File: src/tco_pkg.sv
// Purpose: constants for the timer channel output control block
// Assumes: 32-bit APB data, one aligned word per register
// Notes: offsets are byte addresses
package tco_pkg;
	localparam int ADDR_W = 12;
	localparam int DT_W = 8;
	// register byte offsets
	localparam logic [ADDR_W-1:0] OFF_MODE = 12'h01c;
	localparam logic [ADDR_W-1:0] OFF_ENPOL = 12'h020;
	localparam logic [ADDR_W-1:0] OFF_BRK = 12'h044;
	localparam logic [ADDR_W-1:0] OFF_TRIG = 12'h048;
	localparam logic [ADDR_W-1:0] OFF_STAT = 12'h04c;
	// reset values
	localparam logic [15:0] MODE_RST = 16'h0000;
	localparam logic [15:0] ENPOL_RST = 16'h0000;
	localparam logic [31:0] BRK_RST = 32'h0000_0000;
	localparam logic [2:0] TRIG_RST = 3'h0;
	// channel pair mode fields
	localparam int MODE_C2DIR_LSB = 0;
	localparam int MODE_C3DIR_LSB = 8;
	// enable/polarity fields, channel n at bit ENPOL_STRIDE*n + pos
	localparam int ENPOL_STRIDE = 4;
	localparam int ENPOL_EN_POS = 0;
	localparam int ENPOL_POL_POS = 1;
	localparam int ENPOL_CEN_POS = 2;
	localparam int ENPOL_CPOL_POS = 3;
	localparam logic [15:0] ENPOL_USED_MASK = 16'hbfff;
	// break/dead-time fields
	localparam int BRK_DT_LSB = 0;
	localparam int BRK_LOCK_LSB = 8;
	localparam int BRK_IDLE_OFFSTATE_SELECT_POS = 10;
	localparam int BRK_RUN_OFFSTATE_SELECT_POS = 11;
	localparam int BRK_MOE_POS = 15;
	localparam int BRK_IDLE_LSB = 16;
	localparam logic [31:0] BRK_USED_MASK = 32'h00ff_8fff;
	localparam logic [31:0] BRK_LOCK_MASK = 32'h0000_0300;
	localparam logic [1:0] LOCK_L2 = 2'h2;
	// trigger select
	localparam int TRIG_TS_LSB = 0;
	localparam logic [2:0] TS_INT_MAX = 3'h3;
	// channel direction codes
	localparam logic [1:0] DIR_OUT = 2'h0;
	localparam logic [1:0] DIR_IN_A = 2'h1;
	localparam logic [1:0] DIR_IN_B = 2'h2;
	localparam logic [1:0] DIR_TRC = 2'h3;
	// status fields
	localparam int STAT_DRV_LSB = 0;
	localparam int STAT_CDRV_LSB = 4;
	localparam int STAT_SETTLED_POS = 8;
endpackage : tco_pkg

File: src/tco_channel_ctrl.sv
// Purpose: direction, enable/polarity and output-state control for four timer channels
// Assumes: APB slave with one wait state; compare_reference and internal_trigger_source on pclk
// Notes: dead-time counts pclk cycles; outputs lag register changes by one clock and compare_reference by two
// Functional notes
// - channel 3 direction: output, timer input three, timer input two, internal trigger.
// - internal trigger mapping works only when trigger select picks an internal input.
// - channel 2 direction: output, timer input two, timer input three, internal trigger.
// - direction field writes ignored while that channel's enable bit is set.
// - complementary polarity 0 gives active high, 1 gives active low.
// - complementary polarity read-only at protection level 2 or 3 for output channels.
// - complementary enable drives complementary output per enable and off-state settings.
// - main polarity 0 gives active high output, 1 active low.
// - input polarity 0 rising edge non-inverted, 1 falling edge inverted.
// - main polarity read-only at protection level 2 or 3, any direction.
// - main enable drives main output per master enable and off-state settings.
// - input channel enable permits or blocks capture events.
// - channel n fields at bits 4n..4n+3; bit 14 reserved.
// - master on, run off-state 0: disabled outputs undriven and zero.
// - master on, one output enabled: it equals reference xor polarity, driven.
// - both enabled: main follows reference, complement its inverse, with dead-time.
// - run off-state 1: disabled output shows polarity, driven if sibling enabled.
// - master off, idle off-state 1: outputs show polarity values, driven.
// - then after a dead-time outputs take their idle levels.
// - master off, idle off-state 0: outputs undriven, showing polarity values.
`timescale 1ns/10ps
module tco_channel_ctrl
	import tco_pkg::*;
(
	input wire logic pclk,
	input wire logic presetn,
	input wire logic psel,
	input wire logic penable,
	input wire logic pwrite,
	input wire logic [ADDR_W-1:0] paddr,
	input wire logic [31:0] pwdata,
	output logic [31:0] prdata,
	output logic pready,
	output logic pslverr,
	input wire logic [3:0] compare_reference,
	input wire logic timer_input_two,
	input wire logic timer_input_three,
	input wire logic internal_trigger_source,
	input wire logic [1:0] chan_low_is_output,
	output logic [3:0] main_out,
	output logic [3:0] main_pin_drive,
	output logic [3:0] comp_out,
	output logic [3:0] comp_pin_drive,
	output logic chan2_capture_in,
	output logic chan3_capture_in,
	output logic [1:0] capture_strobe,
	output logic [3:0] capture_permit
);
	logic [15:0] channel_pair_mode_config;
	logic [15:0] channel_output_enable_polarity;
	logic [31:0] break_deadtime_reg;
	logic [2:0] trigger_select;
	logic ti2_s1, ti2_s2, ti3_s1, ti3_s2;
	logic moe_q;
	logic [DT_W-1:0] off_cnt;
	logic off_settled;
	logic [3:0] ref_q;
	logic [DT_W-1:0] dt_cnt [4];

	// bus decode
	wire logic setup_cyc = psel & penable & ~pready;
	wire logic access = psel & penable & pready;
	wire logic hit_mode = paddr == OFF_MODE;
	wire logic hit_enpol = paddr == OFF_ENPOL;
	wire logic hit_brk = paddr == OFF_BRK;
	wire logic hit_trig = paddr == OFF_TRIG;
	wire logic hit_stat = paddr == OFF_STAT;
	wire logic mapped = hit_mode | hit_enpol | hit_brk | hit_trig | hit_stat;
	wire logic wr_en = access & pwrite & mapped;

	// configuration fields
	wire logic [1:0] chan2_direction_sel = channel_pair_mode_config[MODE_C2DIR_LSB +: 2];
	wire logic [1:0] chan3_direction_sel = channel_pair_mode_config[MODE_C3DIR_LSB +: 2];
	wire logic master_output_enable = break_deadtime_reg[BRK_MOE_POS];
	wire logic idle_offstate_select = break_deadtime_reg[BRK_IDLE_OFFSTATE_SELECT_POS];
	wire logic run_offstate_select = break_deadtime_reg[BRK_RUN_OFFSTATE_SELECT_POS];
	wire logic [1:0] lock_level = break_deadtime_reg[BRK_LOCK_LSB +: 2];
	wire logic [DT_W-1:0] dt_val = break_deadtime_reg[BRK_DT_LSB +: DT_W];
	wire logic lock_hi = lock_level >= LOCK_L2;
	wire logic trc_ok = trigger_select <= TS_INT_MAX;

	wire logic [3:0] ce, cne, cp, cnp, idle_lv, cidle_lv, is_out, dt_clear;
	wire logic [3:0] next_mo, next_md, next_co, next_cd;
	wire logic [15:0] enpol_wmask;
	assign is_out = {chan3_direction_sel == DIR_OUT, chan2_direction_sel == DIR_OUT, chan_low_is_output};

	genvar n;
	generate
		for (n = 0; n < 4; n++) begin : g_chan
			// field placement per channel
			assign ce[n] = channel_output_enable_polarity[ENPOL_STRIDE*n + ENPOL_EN_POS];
			assign cp[n] = channel_output_enable_polarity[ENPOL_STRIDE*n + ENPOL_POL_POS];
			assign cne[n] = channel_output_enable_polarity[ENPOL_STRIDE*n + ENPOL_CEN_POS];
			assign cnp[n] = channel_output_enable_polarity[ENPOL_STRIDE*n + ENPOL_CPOL_POS];
			assign idle_lv[n] = break_deadtime_reg[BRK_IDLE_LSB + 2*n];
			assign cidle_lv[n] = break_deadtime_reg[BRK_IDLE_LSB + 2*n + 1];
			// main polarity bits freeze under protection; complementary polarity bits freeze only on output channels
			assign enpol_wmask[ENPOL_STRIDE*n + ENPOL_EN_POS] = 1'b1;
			assign enpol_wmask[ENPOL_STRIDE*n + ENPOL_CEN_POS] = 1'b1;
			assign enpol_wmask[ENPOL_STRIDE*n + ENPOL_POL_POS] = ~lock_hi;
			assign enpol_wmask[ENPOL_STRIDE*n + ENPOL_CPOL_POS] = ~(lock_hi & is_out[n]);

			// dead-time: an edge of the reference blanks both outputs for dt_val cycles
			assign dt_clear[n] = dt_cnt[n] == '0;
			wire logic single_m = ref_q[n] ^ cp[n];
			wire logic single_c = ref_q[n] ^ cnp[n];
			wire logic both_m = (ref_q[n] & dt_clear[n]) ^ cp[n];
			wire logic both_c = (~ref_q[n] & dt_clear[n]) ^ cnp[n];
			wire logic run_mo = ce[n] ? (cne[n] ? both_m : single_m) : (run_offstate_select & cp[n]);
			wire logic run_co = cne[n] ? (ce[n] ? both_c : single_c) : (run_offstate_select & cnp[n]);
			wire logic run_md = ce[n] | (run_offstate_select & cne[n]);
			wire logic run_cd = cne[n] | (run_offstate_select & ce[n]);
			wire logic idle_sel = idle_offstate_select & off_settled;
			assign next_mo[n] = master_output_enable ? run_mo : (idle_sel ? idle_lv[n] : cp[n]);
			assign next_co[n] = master_output_enable ? run_co : (idle_sel ? cidle_lv[n] : cnp[n]);
			assign next_md[n] = master_output_enable ? run_md : idle_offstate_select;
			assign next_cd[n] = master_output_enable ? run_cd : idle_offstate_select;

			always_ff @(posedge pclk or negedge presetn) begin
				if (!presetn) begin
					ref_q[n] <= 1'b0;
					dt_cnt[n] <= '0;
				end else begin
					ref_q[n] <= compare_reference[n];
					if (compare_reference[n] != ref_q[n]) begin
						dt_cnt[n] <= dt_val;
					end else if (!dt_clear[n]) begin
						dt_cnt[n] <= dt_cnt[n] - 1'b1;
					end
				end
			end
		end
	endgenerate

	// register write data with protected fields held
	wire logic [15:0] mode_wmask = {6'h3f, {2{~ce[3]}}, 6'h3f, {2{~ce[2]}}};
	wire logic [15:0] next_mode = (channel_pair_mode_config & ~mode_wmask) | (pwdata[15:0] & mode_wmask);
	wire logic [15:0] next_enpol = ((channel_output_enable_polarity & ~enpol_wmask) | (pwdata[15:0] & enpol_wmask))
		& ENPOL_USED_MASK;
	wire logic [31:0] brk_wmask = BRK_USED_MASK & ~((lock_level != 2'h0) ? BRK_LOCK_MASK : 32'h0000_0000);
	wire logic [31:0] next_brk = (break_deadtime_reg & ~brk_wmask) | (pwdata & brk_wmask);

	wire logic [31:0] stat_word = {23'h000000, off_settled, comp_pin_drive, main_pin_drive};
	wire logic [31:0] rd_value = hit_mode ? {16'h0000, channel_pair_mode_config} :
		hit_enpol ? {16'h0000, channel_output_enable_polarity} :
		hit_brk ? break_deadtime_reg :
		hit_trig ? {29'h00000000, trigger_select} :
		hit_stat ? stat_word : 32'h0000_0000;

	// capture input selection
	wire logic c2_src = (chan2_direction_sel == DIR_IN_A) ? ti2_s2 :
		(chan2_direction_sel == DIR_IN_B) ? ti3_s2 :
		(chan2_direction_sel == DIR_TRC) ? (internal_trigger_source & trc_ok) : 1'b0;
	wire logic c3_src = (chan3_direction_sel == DIR_IN_A) ? ti3_s2 :
		(chan3_direction_sel == DIR_IN_B) ? ti2_s2 :
		(chan3_direction_sel == DIR_TRC) ? (internal_trigger_source & trc_ok) : 1'b0;
	wire logic c2_in = c2_src ^ cp[2];
	wire logic c3_in = c3_src ^ cp[3];

	// apb slave: answer one cycle into the access phase
	always_ff @(posedge pclk or negedge presetn) begin
		if (!presetn) begin
			pready <= 1'b0;
			pslverr <= 1'b0;
			prdata <= 32'h0000_0000;
		end else begin
			pready <= setup_cyc;
			pslverr <= setup_cyc & ~mapped;
			if (setup_cyc) begin
				prdata <= pwrite ? 32'h0000_0000 : rd_value;
			end
		end
	end

	always_ff @(posedge pclk or negedge presetn) begin
		if (!presetn) begin
			channel_pair_mode_config <= MODE_RST;
			channel_output_enable_polarity <= ENPOL_RST;
			break_deadtime_reg <= BRK_RST;
			trigger_select <= TRIG_RST;
		end else if (wr_en) begin
			if (hit_mode) begin
				channel_pair_mode_config <= next_mode;
			end
			if (hit_enpol) begin
				channel_output_enable_polarity <= next_enpol;
			end
			if (hit_brk) begin
				break_deadtime_reg <= next_brk;
			end
			if (hit_trig) begin
				trigger_select <= pwdata[TRIG_TS_LSB +: 3];
			end
		end
	end

	// pin synchronisers
	always_ff @(posedge pclk or negedge presetn) begin
		if (!presetn) begin
			ti2_s1 <= 1'b0;
			ti2_s2 <= 1'b0;
			ti3_s1 <= 1'b0;
			ti3_s2 <= 1'b0;
		end else begin
			ti2_s1 <= timer_input_two;
			ti2_s2 <= ti2_s1;
			ti3_s1 <= timer_input_three;
			ti3_s2 <= ti3_s1;
		end
	end

	// capture path
	always_ff @(posedge pclk or negedge presetn) begin
		if (!presetn) begin
			chan2_capture_in <= 1'b0;
			chan3_capture_in <= 1'b0;
			capture_strobe <= 2'h0;
			capture_permit <= 4'h0;
		end else begin
			chan2_capture_in <= c2_in;
			chan3_capture_in <= c3_in;
			capture_strobe[0] <= c2_in & ~chan2_capture_in & ce[2] & ~is_out[2];
			capture_strobe[1] <= c3_in & ~chan3_capture_in & ce[3] & ~is_out[3];
			capture_permit <= ce & ~is_out;
		end
	end

	// off-state dead-time after the master enable drops
	always_ff @(posedge pclk or negedge presetn) begin
		if (!presetn) begin
			moe_q <= 1'b0;
			off_cnt <= '0;
			off_settled <= 1'b0;
		end else begin
			moe_q <= master_output_enable;
			if (master_output_enable) begin
				off_cnt <= '0;
				off_settled <= 1'b0;
			end else if (moe_q) begin
				off_cnt <= dt_val;
			end else if (off_cnt != '0) begin
				off_cnt <= off_cnt - 1'b1;
			end else begin
				off_settled <= 1'b1;
			end
		end
	end

	// pin outputs
	always_ff @(posedge pclk or negedge presetn) begin
		if (!presetn) begin
			main_out <= 4'h0;
			main_pin_drive <= 4'h0;
			comp_out <= 4'h0;
			comp_pin_drive <= 4'h0;
		end else begin
			main_out <= next_mo;
			main_pin_drive <= next_md;
			comp_out <= next_co;
			comp_pin_drive <= next_cd;
		end
	end
endmodule : tco_channel_ctrl

File: config.mk
export PLATFORM = sky130hd
export DESIGN_NAME = tco_channel_ctrl
export DESIGN_NICKNAME = d
export VERILOG_FILES = /design/src/tco_pkg.sv /design/src/tco_channel_ctrl.sv
export SDC_FILE = /design/constraint.sdc
export NUM_CORES = 1
export LEC_CHECK = 0
export ABC_AREA = 1
export BUFFER_PORTS_ARGS = -buffer_cell sky130_fd_sc_hd__buf_2
export CAP_MARGIN = 20
export CORE_MARGIN = 2
export CORE_UTILIZATION = 34
export DETAILED_ROUTE_END_ITERATION = 12
export SETUP_SLACK_MARGIN = 0.4
export SLEW_MARGIN = 10
export SYNTH_ARGS = -nofsm -noshare
export SYNTH_HDL_FRONTEND = slang
export SYNTH_SLANG_ARGS = --single-unit
File: constraint.sdc
create_clock -name pclk -period 2.1 [get_ports pclk]
set_clock_uncertainty 0.1 [all_clocks]
set_input_delay 0.42 -clock pclk [delete_from_list [all_inputs] [get_ports pclk]]
set_output_delay 0.42 -clock pclk [all_outputs]
set_load 0.05 [all_outputs]
; ---- Word level (Yosys, flattened, before mapping)
; Index checks and enable logic that the tools add are counted.
; Widths: inputs -> output; s select.
[classes]
n_addsub = 4
n_mul = 0
n_div = 0
n_lt_le_gt_ge = 2
n_eq_ne = 19
n_shift = 0
muxes = 62
bitwise = 95
reduce_logical = 13
[op_table]
columns = cell, count
row1 = $mux 32, 4
row2 = $mux 8, 9
row3 = $and 16x16->16, 4
row4 = $mux 1, 46
row5 = $and 1x1->1, 39
row6 = $eq 12x7->1 const B, 3
row7 = $and 32x24->32, 1
row8 = $and 32x32->32, 1
row9 = $not 16->16, 2
row10 = $not 24->32, 1
row11 = $or 16x16->16, 2
row12 = $or 32x32->32, 1
row13 = $sub 8x1->8 const B, 4
row14 = $logic_not 8->1, 3
row15 = $not 10->24, 1
row16 = $mux 9, 2
row17 = $not 1->1, 16
row18 = $xor 1x1->1, 15
row19 = $eq 12x5->1 const B, 1
row20 = $eq 12x6->1 const B, 1
row21 = $mux 10, 1
row22 = $or 1x1->1, 10
row23 = $reduce_and 2->1, 5
row24 = $eq 2x2->1 const B, 4
row25 = 12 further kinds, 19
[word_totals]
reg_bits = 166
latchBits = 0
ram_bits = 0
mem_bits_ro = 0
in_bits = 58
output_inout_bits = 58
word_cells = 224
n_memories = 0

; ---- Logic depth before layout (Yosys ltp)
; Gate-level depths: netlist (run 1).
[depth]
word_depth = 9
mapped_depth = 12
mapped_depth_nobuf = 11

; ---- Least setup slack after synthesis (run 1)
; Ideal clock, no wire load.
[synth_timing]
path_kind = reg2reg
from = register pready
to = register with a tool-made name
arrival_ns = 1.618
path_slack_ns = 0.258
path_stages_with_launch = 5
path_cell_list = dfrtp_1 nand4_1 clkinv_1 nand3_1 mux2_2
[synth_rtl]
columns = item, line
row1 = from (decl), tco_channel_ctrl.sv:37  ; output logic pready,
row2 = from (signal assigned), tco_channel_ctrl.sv:171  ; pready <= setup_cyc;

; ---- Final worst setup path (run 1)
[layout_timing]
from = register dt_cnt[16] (netlist bit)
to = register comp_out[1]
[layout_via]
elab_chain_cells = 6
[layout_lines]
columns = item, line
row1 = from (decl), tco_channel_ctrl.sv:62  ; logic [DT_W-1:0] dt_cnt [4];
row2 = "from (signal, indexed assignment)", tco_channel_ctrl.sv:130  ; dt_cnt[n] <= dt_val;
row3 = "from (signal, indexed assignment)", tco_channel_ctrl.sv:132  ; dt_cnt[n] <= dt_cnt[n] - 1'b1;
row4 = $logic_not 8->1, tco_channel_ctrl.sv:108  ; assign dt_clear[n] = dt_cnt[n] == '0;
row5 = $and 1x1->1, tco_channel_ctrl.sv:112  ; wire logic both_c = (~ref_q[n] & dt_clear[n]) ^ cnp[n];
row6 = $xor 1x1->1, tco_channel_ctrl.sv:112
row7 = $mux 1 (2 in a row), tco_channel_ctrl.sv:114  ; wire logic run_co = cne[n] ? (ce[n] ? both_c : single_c) : (run_offstate_select & cnp[n]);
row8 = $mux 1, tco_channel_ctrl.sv:119  ; assign next_co[n] = master_output_enable ? run_co : (idle_sel ? cidle_lv[n] : cnp[n]);
row9 = named net next_co[1], tco_channel_ctrl.sv:87  ; wire logic [3:0] next_mo, next_md, next_co, next_cd;
row10 = to (signal assigned), tco_channel_ctrl.sv:263  ; comp_out <= next_co;
row11 = to (decl), tco_channel_ctrl.sv:46  ; output logic [3:0] comp_out,
; The timed path passes the listed nets, and every way through them passes these cells.
; A chain may end at the register's enable or synchronous reset.

==> results.toml, run 1 <==
[pwr]
p_total_mw = 7.99
vdd_drop_max_v = 0.000529
p_per_area_mw_per_mm2 = 875
p_leak_nw = 4.89

[synth]
yosysSeqAreaShare_pct = 50.8
synthCells = 882
avgSynthCellArea_um2 = 8.22
syn_area_mm2 = 0.00725
synth_edf_count = 0
synthArstFlopShare_pct = 100
ys_types = 47
ys_seq_elements = 147
synth_warnings = 0
synth_flop_cell = "dfrtp_1"

[global_routing]
grt_pass1_vias = 6137
grt-ovfl-total = 0
grt_pass1_wl_um = 33200
grt_max_degree = 45
grt.total_usage_pct = 19.6
antenna_found_initial = 0

[clocking]
cts_buffer_depth = 2
cts.sinks = 147
root_buffer = "clkbuf_16"
clk_pin_slew_ns = 0.06
cts.htree.levels = 4
cts_tree = "done"
numCtsBuffers = 17
clk_latency_ns = 0.44

[setup_path]
cp_max_fo = 4
worstSetupStartpointType = "flop"
r2r_slack_ns = 0.41
arrival_ns = 1.89
r2r_cells = 7
end_kind = "flop"
worstReg2RegStart = "dt_cnt[16]$_DFFE_PN0P_"
critPathKind = "flop to flop"
worstPathRequired_ns = 2.30
rr_endpoint = "comp_out[1]$_DFF_PN0_"

[detailed_routing]
wl_um = 21100
drtAntennaViolNets = 0
first_pass_iters = 5
drtIter0Drc = 461
wl_per_cell_um = 16.0
vias = 6415
remaining_drc_errors = 0
vias_per_cell = 4.87

[timing]
fin_crit_ns = 1.69
finalHoldViolCount = 0
rsz0062_at_grt = "true"
worst_slack_ns = 0.409
setup_viol = 0
slew_violations = 0
max_freq_mhz = 591
fin_crit_sh_pct = 80.5

[floorplan]
placementRows = 53
fp.dieH_um = 150
core_mm2 = 0.0210
fp.dieW_um = 150
start_util_pct = 34.6
ios = 116
dieArea_mm2 = 0.0225

[worst_hold_path]
hold_depth = 1
holdCritStartpoint = "compare_reference[2]"
hp-class = "input port to flop"
hold_path_end = "ref_q[2]$_DFF_PN0_"

[place]
hpwlAfterDp_um = 15300
dp_worst_setup_slack_ns = -0.0157
portBuffers = 99
gp_congestion = 0.847

[final_layout]
area_delta_synth_final_pct = 26.1
drive_above_1_share_pct = 23.7
nFillCells = 2095
fin_util_pct = 43.6
fin_nets = 1096
antenna_cells = 0

[job]
maxCapViolations = 0

[run_status]
outcome = "finished, final reports clean"
cells in the final DEF, fill, tap and decap left out, types with 3 or more instances in the layout:
| master | n |
|---|---|
| nand3b_1 | 3 |
| nand3_2 | 6 |
| o21ai_0 | 67 |
| o21ai_1 | 7 |
| buf_2 | 98 |
| nand2_1 | 271 |
| clkinvlp_4 | 7 |
| ha_1 | 7 |
| nand3_4 | 4 |
| nor2_1 | 51 |
| nor2_2 | 6 |
| nand3_1 | 27 |
| inv_6 | 3 |
| nand4_1 | 21 |
| nor3_1 | 7 |
| o211ai_1 | 5 |
| nand2_2 | 11 |
| dfrtp_1 | 145 |
| inv_1 | 84 |
| or2_2 | 3 |
| nor2_4 | 7 |
| buf_4 | 43 |
| a21oi_1 | 28 |
| nand2_4 | 3 |
| xnor2_1 | 5 |
| xor2_1 | 15 |
| clkbuf_16 | 17 |
| dlygate4sd3_1 | 4 |
| a22oi_1 | 3 |
| conb_1 | 8 |
| buf_12 | 5 |
| mux2_2 | 3 |
| o21ai_2 | 4 |
| inv_2 | 12 |
| o22ai_1 | 16 |
| o221ai_1 | 8 |
kinds of logic (layout without fill, tap and decap cells):
logic type      count (synthesis)  after routing  share of synthesized area, %
mux                             3              3                         0.466
simple gates                  429            429                          26.0
compound gates                146            146                          11.4
xor+xnor                       20             20                          2.42
fa+ha+maj                       8              8                          1.38
buf+inv                       128            282                          7.51
flops                         147            147                          50.8
other cells                     1              8                        0.0518
repair_timing:
item                       CTS  global route
setup endpoints to repair   15            48
gates resized for setup      7            28
pin swaps                    0            12
hold buffers                 4             0
buffers inserted             0            13
hold endpoints to repair    44             0
through the flow:
stage | cell area, um^2 | hold slack [ns] | cells | setup TNS (ns)
after floorplan | 7330 | 0.0244 | 889 | 0
after global placement | 8320 | 0.233 | 1269 | 0
after detailed placement | 8320 | 0.236 | 1269 | -0.0157
after CTS | 8940 | 0.00490 | 1305 | 0
after global routing | 9140 | 0.00866 | 1318 | 0
final | 9140 | 0.0191 | 1318 | 0
synthesized netlist by cell type (2+ instances only):
master / instances / area [um^2]
a21oi_1: 28 / 140
a22oi_1: 3 / 22.5
a31oi_1: 2 / 12.5
and3b_1: 2 / 17.5
buf_2: 6 / 30.0
buf_4: 9 / 67.6
buf_6: 3 / 33.8
clkbuf_1: 11 / 41.3
dfrtp_1: 147 / 3680
ha_1: 8 / 100
inv_1: 92 / 345
inv_2: 6 / 22.5
mux2_2: 3 / 33.8
nand2_1: 277 / 1040
nand2_2: 6 / 37.5
nand2_4: 2 / 22.5
nand3_1: 33 / 165
nand3_2: 3 / 30.0
nand3b_1: 3 / 22.5
nand4_1: 21 / 131
nor2_1: 56 / 210
nor2_2: 6 / 37.5
nor2_4: 2 / 22.5
nor2_8: 2 / 40.0
nor3_1: 7 / 35.0
o211ai_1: 5 / 37.5
o21ai_0: 72 / 360
o21ai_1: 5 / 25.0
o21bai_1: 2 / 15.0
o221ai_1: 8 / 70.1
o22ai_1: 16 / 100
or2_2: 3 / 18.8
xnor2_1: 5 / 43.8
xor2_1: 15 / 131
worst max path at each step:
stage | start | end | slack, ns | cells after the start
floorplan | paddr[5] | channel_pair_mode_config[14]$_DFFE_PN0P_ | 0.34 | 12
CTS | dt_cnt[12]$_DFFE_PN0P_ | comp_out[2]$_DFF_PN0_ | 0.39 | 6
global placement | paddr[0] | prdata[20]$_DFFE_PN0P_ | 0.02 | 9
global route | dt_cnt[18]$_DFFE_PN0P_ | comp_out[1]$_DFF_PN0_ | 0.28 | 8
finish | dt_cnt[16]$_DFFE_PN0P_ | comp_out[1]$_DFF_PN0_ | 0.41 | 7
detailed placement | paddr[0] | prdata[18]$_DFFE_PN0P_ | -0.02 | 9
area by class of cell:
type	instances	area [um^2]	share of cell area [%]
inverter	99	380	4.16
tap	275	344	3.77
multi-input combinational	614	3190	35.0
clock buffer	19	443	4.85
clock inverter	13	128	1.40
timing repair buffer	151	965	10.6
sequential	147	3680	40.3
power breakdown:
group | total [mW] | internal (mW) | switching, mW
Clock | 2.97 | 1.68 | 1.29
Combinational | 1.81 | 0.760 | 1.05
Sequential | 3.22 | 3.05 | 0.164
Total | 7.99 | 5.49 | 2.50
per-layer routing:
layer	up-vias	track usage, %	part of all wire (%)
met1	3047	26.6	46
met4	0	8.35	2.8
li1	3151	-	-
met2	178	30.6	47
met3	39	4.02	4.6
met5	-	0	0
critical path, cell delays in order, from the launching register on:
cell	delay [ns]
dfrtp_1	0.40
inv_1	0.11
ha_1	0.17
nand4_1	0.24
o21ai_2	0.27
nand3_1	0.10
nand3_1	0.11
nand2_2	0.08
Note: power is estimated with default switching activity, not from simulation.
==> inputs of run 2 (changes only) <==
clock period = 1.4 ns   (was 2.1 ns; I/O delays follow)
==> results.toml, run 2 (synthesis results as in run 1) <==
[run_status]
outcome = "finished with violations"
violations = "setup timing"

[floorplan]
fp.dieW_um = 150
start_util_pct = 34.6
dieArea_mm2 = 0.0225
placementRows = 53
fp.dieH_um = 150
ios = 116
core_mm2 = 0.0210

[setup_path]
end_kind = "flop"
arrival_ns = 1.93
cp_max_fo = 3
worstSetupStartpointType = "flop"
rr_endpoint = "main_out[0]$_DFF_PN0_"
r2r_cells = 9
r2r_slack_ns = -0.26
critPathKind = "flop to flop"
crit_path_start = "dt_cnt[25]$_DFFE_PN0P_"
worstReg2RegStart = "dt_cnt[25]$_DFFE_PN0P_"
endpoint = "main_out[0]$_DFF_PN0_"
worstPathRequired_ns = 1.68

[detailed_routing]
vias = 7703
wl_per_cell_um = 18.1
drtAntennaViolNets = 0
vias_per_cell = 5.11
remaining_drc_errors = 0
drtIter0Drc = 519
wl_um = 27400
first_pass_iters = 5

[worst_hold_path]
hp-class = "input port to flop"

[pwr]
seqPwrFrac_pct = 32.4
p_leak_nw = 6.14
p_sw_mw = 4.82
comb_power_share_pct = 33.5
clock_power_share_pct = 34.1
p_per_area_mw_per_mm2 = 1190
p_int_mw = 9.98
vdd_drop_max_v = 0.000805
netSwitchingFraction_pct = 32.6

[timing]
max_freq_mhz = 604
fin_crit_sh_pct = 118
worst_slack_ns = -0.255
tns_ns = -12.69
slew_violations = 0
rsz0062_at_grt = "true"
fin_crit_ns = 1.66
setup_viol = 116
finalHoldViolCount = 0

[clocking]
clk_pin_slew_ns = 0.07
cts_tree = "done"
numCtsBuffers = 17
root_buffer = "clkbuf_16"
cts.htree.levels = 4
clk_latency_ns = 0.44
cts_buffer_depth = 2
cts.sinks = 147

[final_layout]
finish.instance_area_mm2 = 0.0124
nFillCells = 1695
seqCellArea_mm2 = 0.00369
post_layout_nonfiller_instances = 1508
final_common_cell = "nand2_1"
layout_common_cells = "195 x nand2_1, 155 x buf_4, 137 x dfrtp_1, 98 x buf_6, 69 x inv_1"
fin_nets = 1286
multiInputGateArea_mm2 = 0.00422
drive_above_1_share_pct = 51.3
antenna_cells = 0
area_delta_synth_final_pct = 71.3

[place]
dp_worst_setup_slack_ns = -0.424
gp_congestion = 0.885
hpwlAfterDp_um = 17400
place_area_mm2 = 0.00935
portBuffers = 99
dp_cells = 1375

[global_routing]
grt_pass1_wl_um = 39600
grt_pass1_vias = 7550
grt_max_degree = 36
antenna_found_initial = 0
grt.total_usage_pct = 23.1
grt-ovfl-total = 0

[job]
maxCapViolations = 0
==> run 2: cell type report <==
| class | count | area share, % |
|---|---|---|
| Clock inverter | 15 | 1.72 |
| Clock buffer | 17 | 3.43 |
| Inverter | 99 | 3.43 |
| Tap cell | 275 | 2.77 |
| Multi-Input combinational cell | 615 | 34.0 |
| Timing Repair Buffer | 340 | 24.9 |
| Sequential cell | 147 | 29.7 |
==> run 2: metrics by stage <==
| step | power [mW] | hold slack [ns] | utilization [%] |
|---|---|---|---|
| 6_report | 14.8 | 0.0237 | 59.2 |
| 3_3_place_gp | 8.28 | 0.0515 | 44.6 |
| 2_1_floorplan | 6.89 | -0.116 | - |
| 3_5_place_dp | 8.35 | 0.0484 | 44.6 |
| 5_1_grt | 15.5 | 0.0165 | 59.2 |
| 4_1_cts | 14.0 | 0.00681 | 55.1 |
==> run 2: power groups by stage <==
| stage | logic, mW | clock network, mW | registers [mW] |
|---|---|---|---|
| 6_report | 4.96 | 5.05 | 4.79 |
| 5_1_grt | 5.41 | 5.27 | 4.82 |
| 4_1_cts | 4.16 | 5.09 | 4.78 |
| 3_5_place_dp | 3.51 | 0 | 4.84 |
| 3_3_place_gp | 3.45 | 0 | 4.84 |
| 2_1_floorplan | 2.02 | 0 | 4.87 |
==> run 2: repair_timing <==
item / CTS / global route
pin swaps: 53 / 75
hold buffers: 22 / 0
endpoints found under the setup margin: 185 / 209
resized for setup: 261 / 181
hold endpoints to repair: 172 / 0
gates cloned: 5 / 1
buffers inserted: 47 / 26
==> run 2: per-layer routing <==
layer  GRT usage, %  routed length (um)  vias to the layer above
met5              0                   0                        -
met4           10.6                1300                        0
met3           4.05                1510                      101
met2           39.9               14000                      267
met1           28.2               10500                     3790
li1               -                   -                     3545
==> run 2: worst min path at each step <==
stage                   start                                      end  cells after the start
global route        pwdata[5]  channel_pair_mode_config[5]$_DFFE_PN0P_                      3
global placement      presetn                   dt_cnt[12]$_DFFE_PN0P_                      1
floorplan             presetn               asynchronous set/reset pin                      0
CTS                 pwdata[4]        break_deadtime_reg[4]$_DFFE_PN0P_                      3
finish              pwdata[9]                                     flop                      3
detailed placement    presetn                   dt_cnt[12]$_DFFE_PN0P_                      1
==> run 2: critical path, cell delays in order, from the launching register on <==
cell and delay, ns:
dfrtp_1 0.39, inv_2 0.08, ha_4 0.12, nor3b_4 0.23
nand2_1 0.11, nand2_1 0.09, nand3_2 0.13, a21oi_2 0.19
o21ai_2 0.09, nand2_1 0.07
==> inputs of run 3 (changes only) <==
PLACE_DENSITY = 0.66   (was unset)
SLEW_MARGIN = unset   (was 10)
==> results.toml, run 3 (synthesis results as in run 1) <==
[floorplan]
start_util_pct = 34.6
dieArea_mm2 = 0.0225
fp.dieW_um = 150
core_mm2 = 0.0210
ios = 116
fp.dieH_um = 150
placementRows = 53

[setup_path]
end_kind = "flop"
arrival_ns = 1.94
cp_max_fo = 3
worstSetupStartpointType = "flop"
worstPathRequired_ns = 1.67
critPathKind = "flop to flop"

[global_routing]
antenna_found_initial = 0
grt.total_usage_pct = 22.4
grt_pass1_wl_um = 38500
grt-ovfl-total = 0
grt_pass1_vias = 7409
grt_max_degree = 36

[clocking]
clk_latency_ns = 0.44
clk_pin_slew_ns = 0.07
cts.sinks = 147
numCtsBuffers = 17
root_buffer = "clkbuf_16"
cts.htree.levels = 4
cts_tree = "done"
cts_buffer_depth = 2

[place]
portBuffers = 99
hpwlAfterDp_um = 17100
gp_congestion = 0.949
dp_worst_setup_slack_ns = -0.453
dp_cells = 1356

[final_layout]
post_layout_nonfiller_instances = 1492
antenna_cells = 0
layout_common_cells = "184 x nand2_1, 138 x dfrtp_1, 137 x buf_4, 95 x buf_6, 70 x nand2_2"
drive_above_1_share_pct = 51.5
area_delta_synth_final_pct = 72.3
nFillCells = 1651
final_common_cell = "nand2_1"
fin_nets = 1270

[detailed_routing]
wl_um = 28900
first_pass_iters = 6
drtAntennaViolNets = 0
vias = 7922
remaining_drc_errors = 0
vias_per_cell = 5.31
wl_per_cell_um = 19.4
drtIter0Drc = 841

[job]
maxCapViolations = 0

[pwr]
p_per_area_mw_per_mm2 = 1190
p_total_mw = 14.8
vdd_drop_max_v = 0.00104
p_leak_nw = 6.14

[timing]
max_freq_mhz = 598
finalHoldViolCount = 0
slew_violations = 0
rsz0062_at_grt = "true"
fin_crit_ns = 1.67
worst_slack_ns = -0.274
setup_viol = 110
fin_crit_sh_pct = 120

[worst_hold_path]
hp-class = "input port to flop"

[run_status]
violations = "setup timing"
outcome = "finished with violations"
-- run 3: changes by cell type in the layout (fill, tap and decap cells not counted), moves of 6 or more --
| cell | change |
|---|---|
| nor2_2 | -6 |
| clkbuf_16 | +6 |
| buf_4 | -18 |
| o21ai_2 | -9 |
| o21ai_1 | +7 |
| inv_2 | +8 |
| nand2_1 | -11 |
-- run 3: layer usage --
layer,vias up,wire [um],track usage [%],part of all wire [%]
li1,3502,-,-,-
met1,3830,10800,27.7,37
met2,445,14100,38.4,49
met3,145,2440,4.39,8.4
met4,0,1580,8.58,5.5
met5,-,0,0,0
-- run 3: where the power goes --
part	internal, mW	leakage (nW)	total [mW]	switching [mW]
Clock	2.84	0.283	4.84	2.00
Combinational	2.62	3.87	5.22	2.60
Sequential	4.58	1.99	4.79	0.213
Total	10.0	6.14	14.8	4.81
-- run 3: timing repair --
item                       CTS  global route
cloned                       1            10
hold endpoints to repair   168             0
setup endpoints to repair  186           185
pin swaps                   49            97
buffers inserted            36            37
hold buffers                20             0
resized for setup          262           202
-- run 3: worst max-delay path, cell delays in order, from the launching register on --
cell     delay [ns]
dfrtp_1        0.38
inv_2          0.08
ha_4           0.13
nor3b_4        0.21
nand2_1        0.11
nand2_1        0.09
nand3_2        0.11
a21oi_2        0.22
o21ai_1        0.11
nand2_1        0.07
-- run 3: final timing paths --
kind / from / endpoint / slack [ns] / cells after the start
hold / removal: pwdata[11] / channel_pair_mode_config[11]$_DFFE_PN0P_ / 0.002 / 3
hold reg to reg: ti2_s1$_DFF_PN0_ / ti2_s2$_DFF_PN0_ / 0.25 / 0
setup reg to reg: dt_cnt[24]$_DFFE_PN0P_ / main_out[0]$_DFF_PN0_ / -0.27 / 9
max in group asynchronous: presetn / channel_output_enable_polarity[4]$_DFFE_PN0P_ / 0.48 / 3
setup / recovery: dt_cnt[24]$_DFFE_PN0P_ / main_out[0]$_DFF_PN0_ / -0.27 / 9
min in group asynchronous: presetn / asynchronous set/reset pin / 0.20 / 2
-- run 3: cell type report --
cell class | instances | area, um^2 | area share (%)
Inverter | 99 | 413 | 3.31
Tap cell | 275 | 344 | 2.76
Multi-Input combinational cell | 615 | 4380 | 35.1
Timing Repair Buffer | 324 | 3050 | 24.4
Sequential cell | 147 | 3690 | 29.6
Clock inverter | 13 | 175 | 1.40
Clock buffer | 19 | 433 | 3.47
-- run 3: per-stage QoR --
stage	TNS, ns	cell area, um^2	util (%)	hold slack (ns)
final	-11.23	12500	59.6	0.00194
after global routing	-17.80	12500	59.6	0.0192
after CTS	-5.76	11300	53.8	-0.0167
after detailed placement	-30.37	9240	44.1	0.0926
after global placement	-27.80	9240	44.1	0.0933
after floorplan	-7.14	7610	-	-0.116
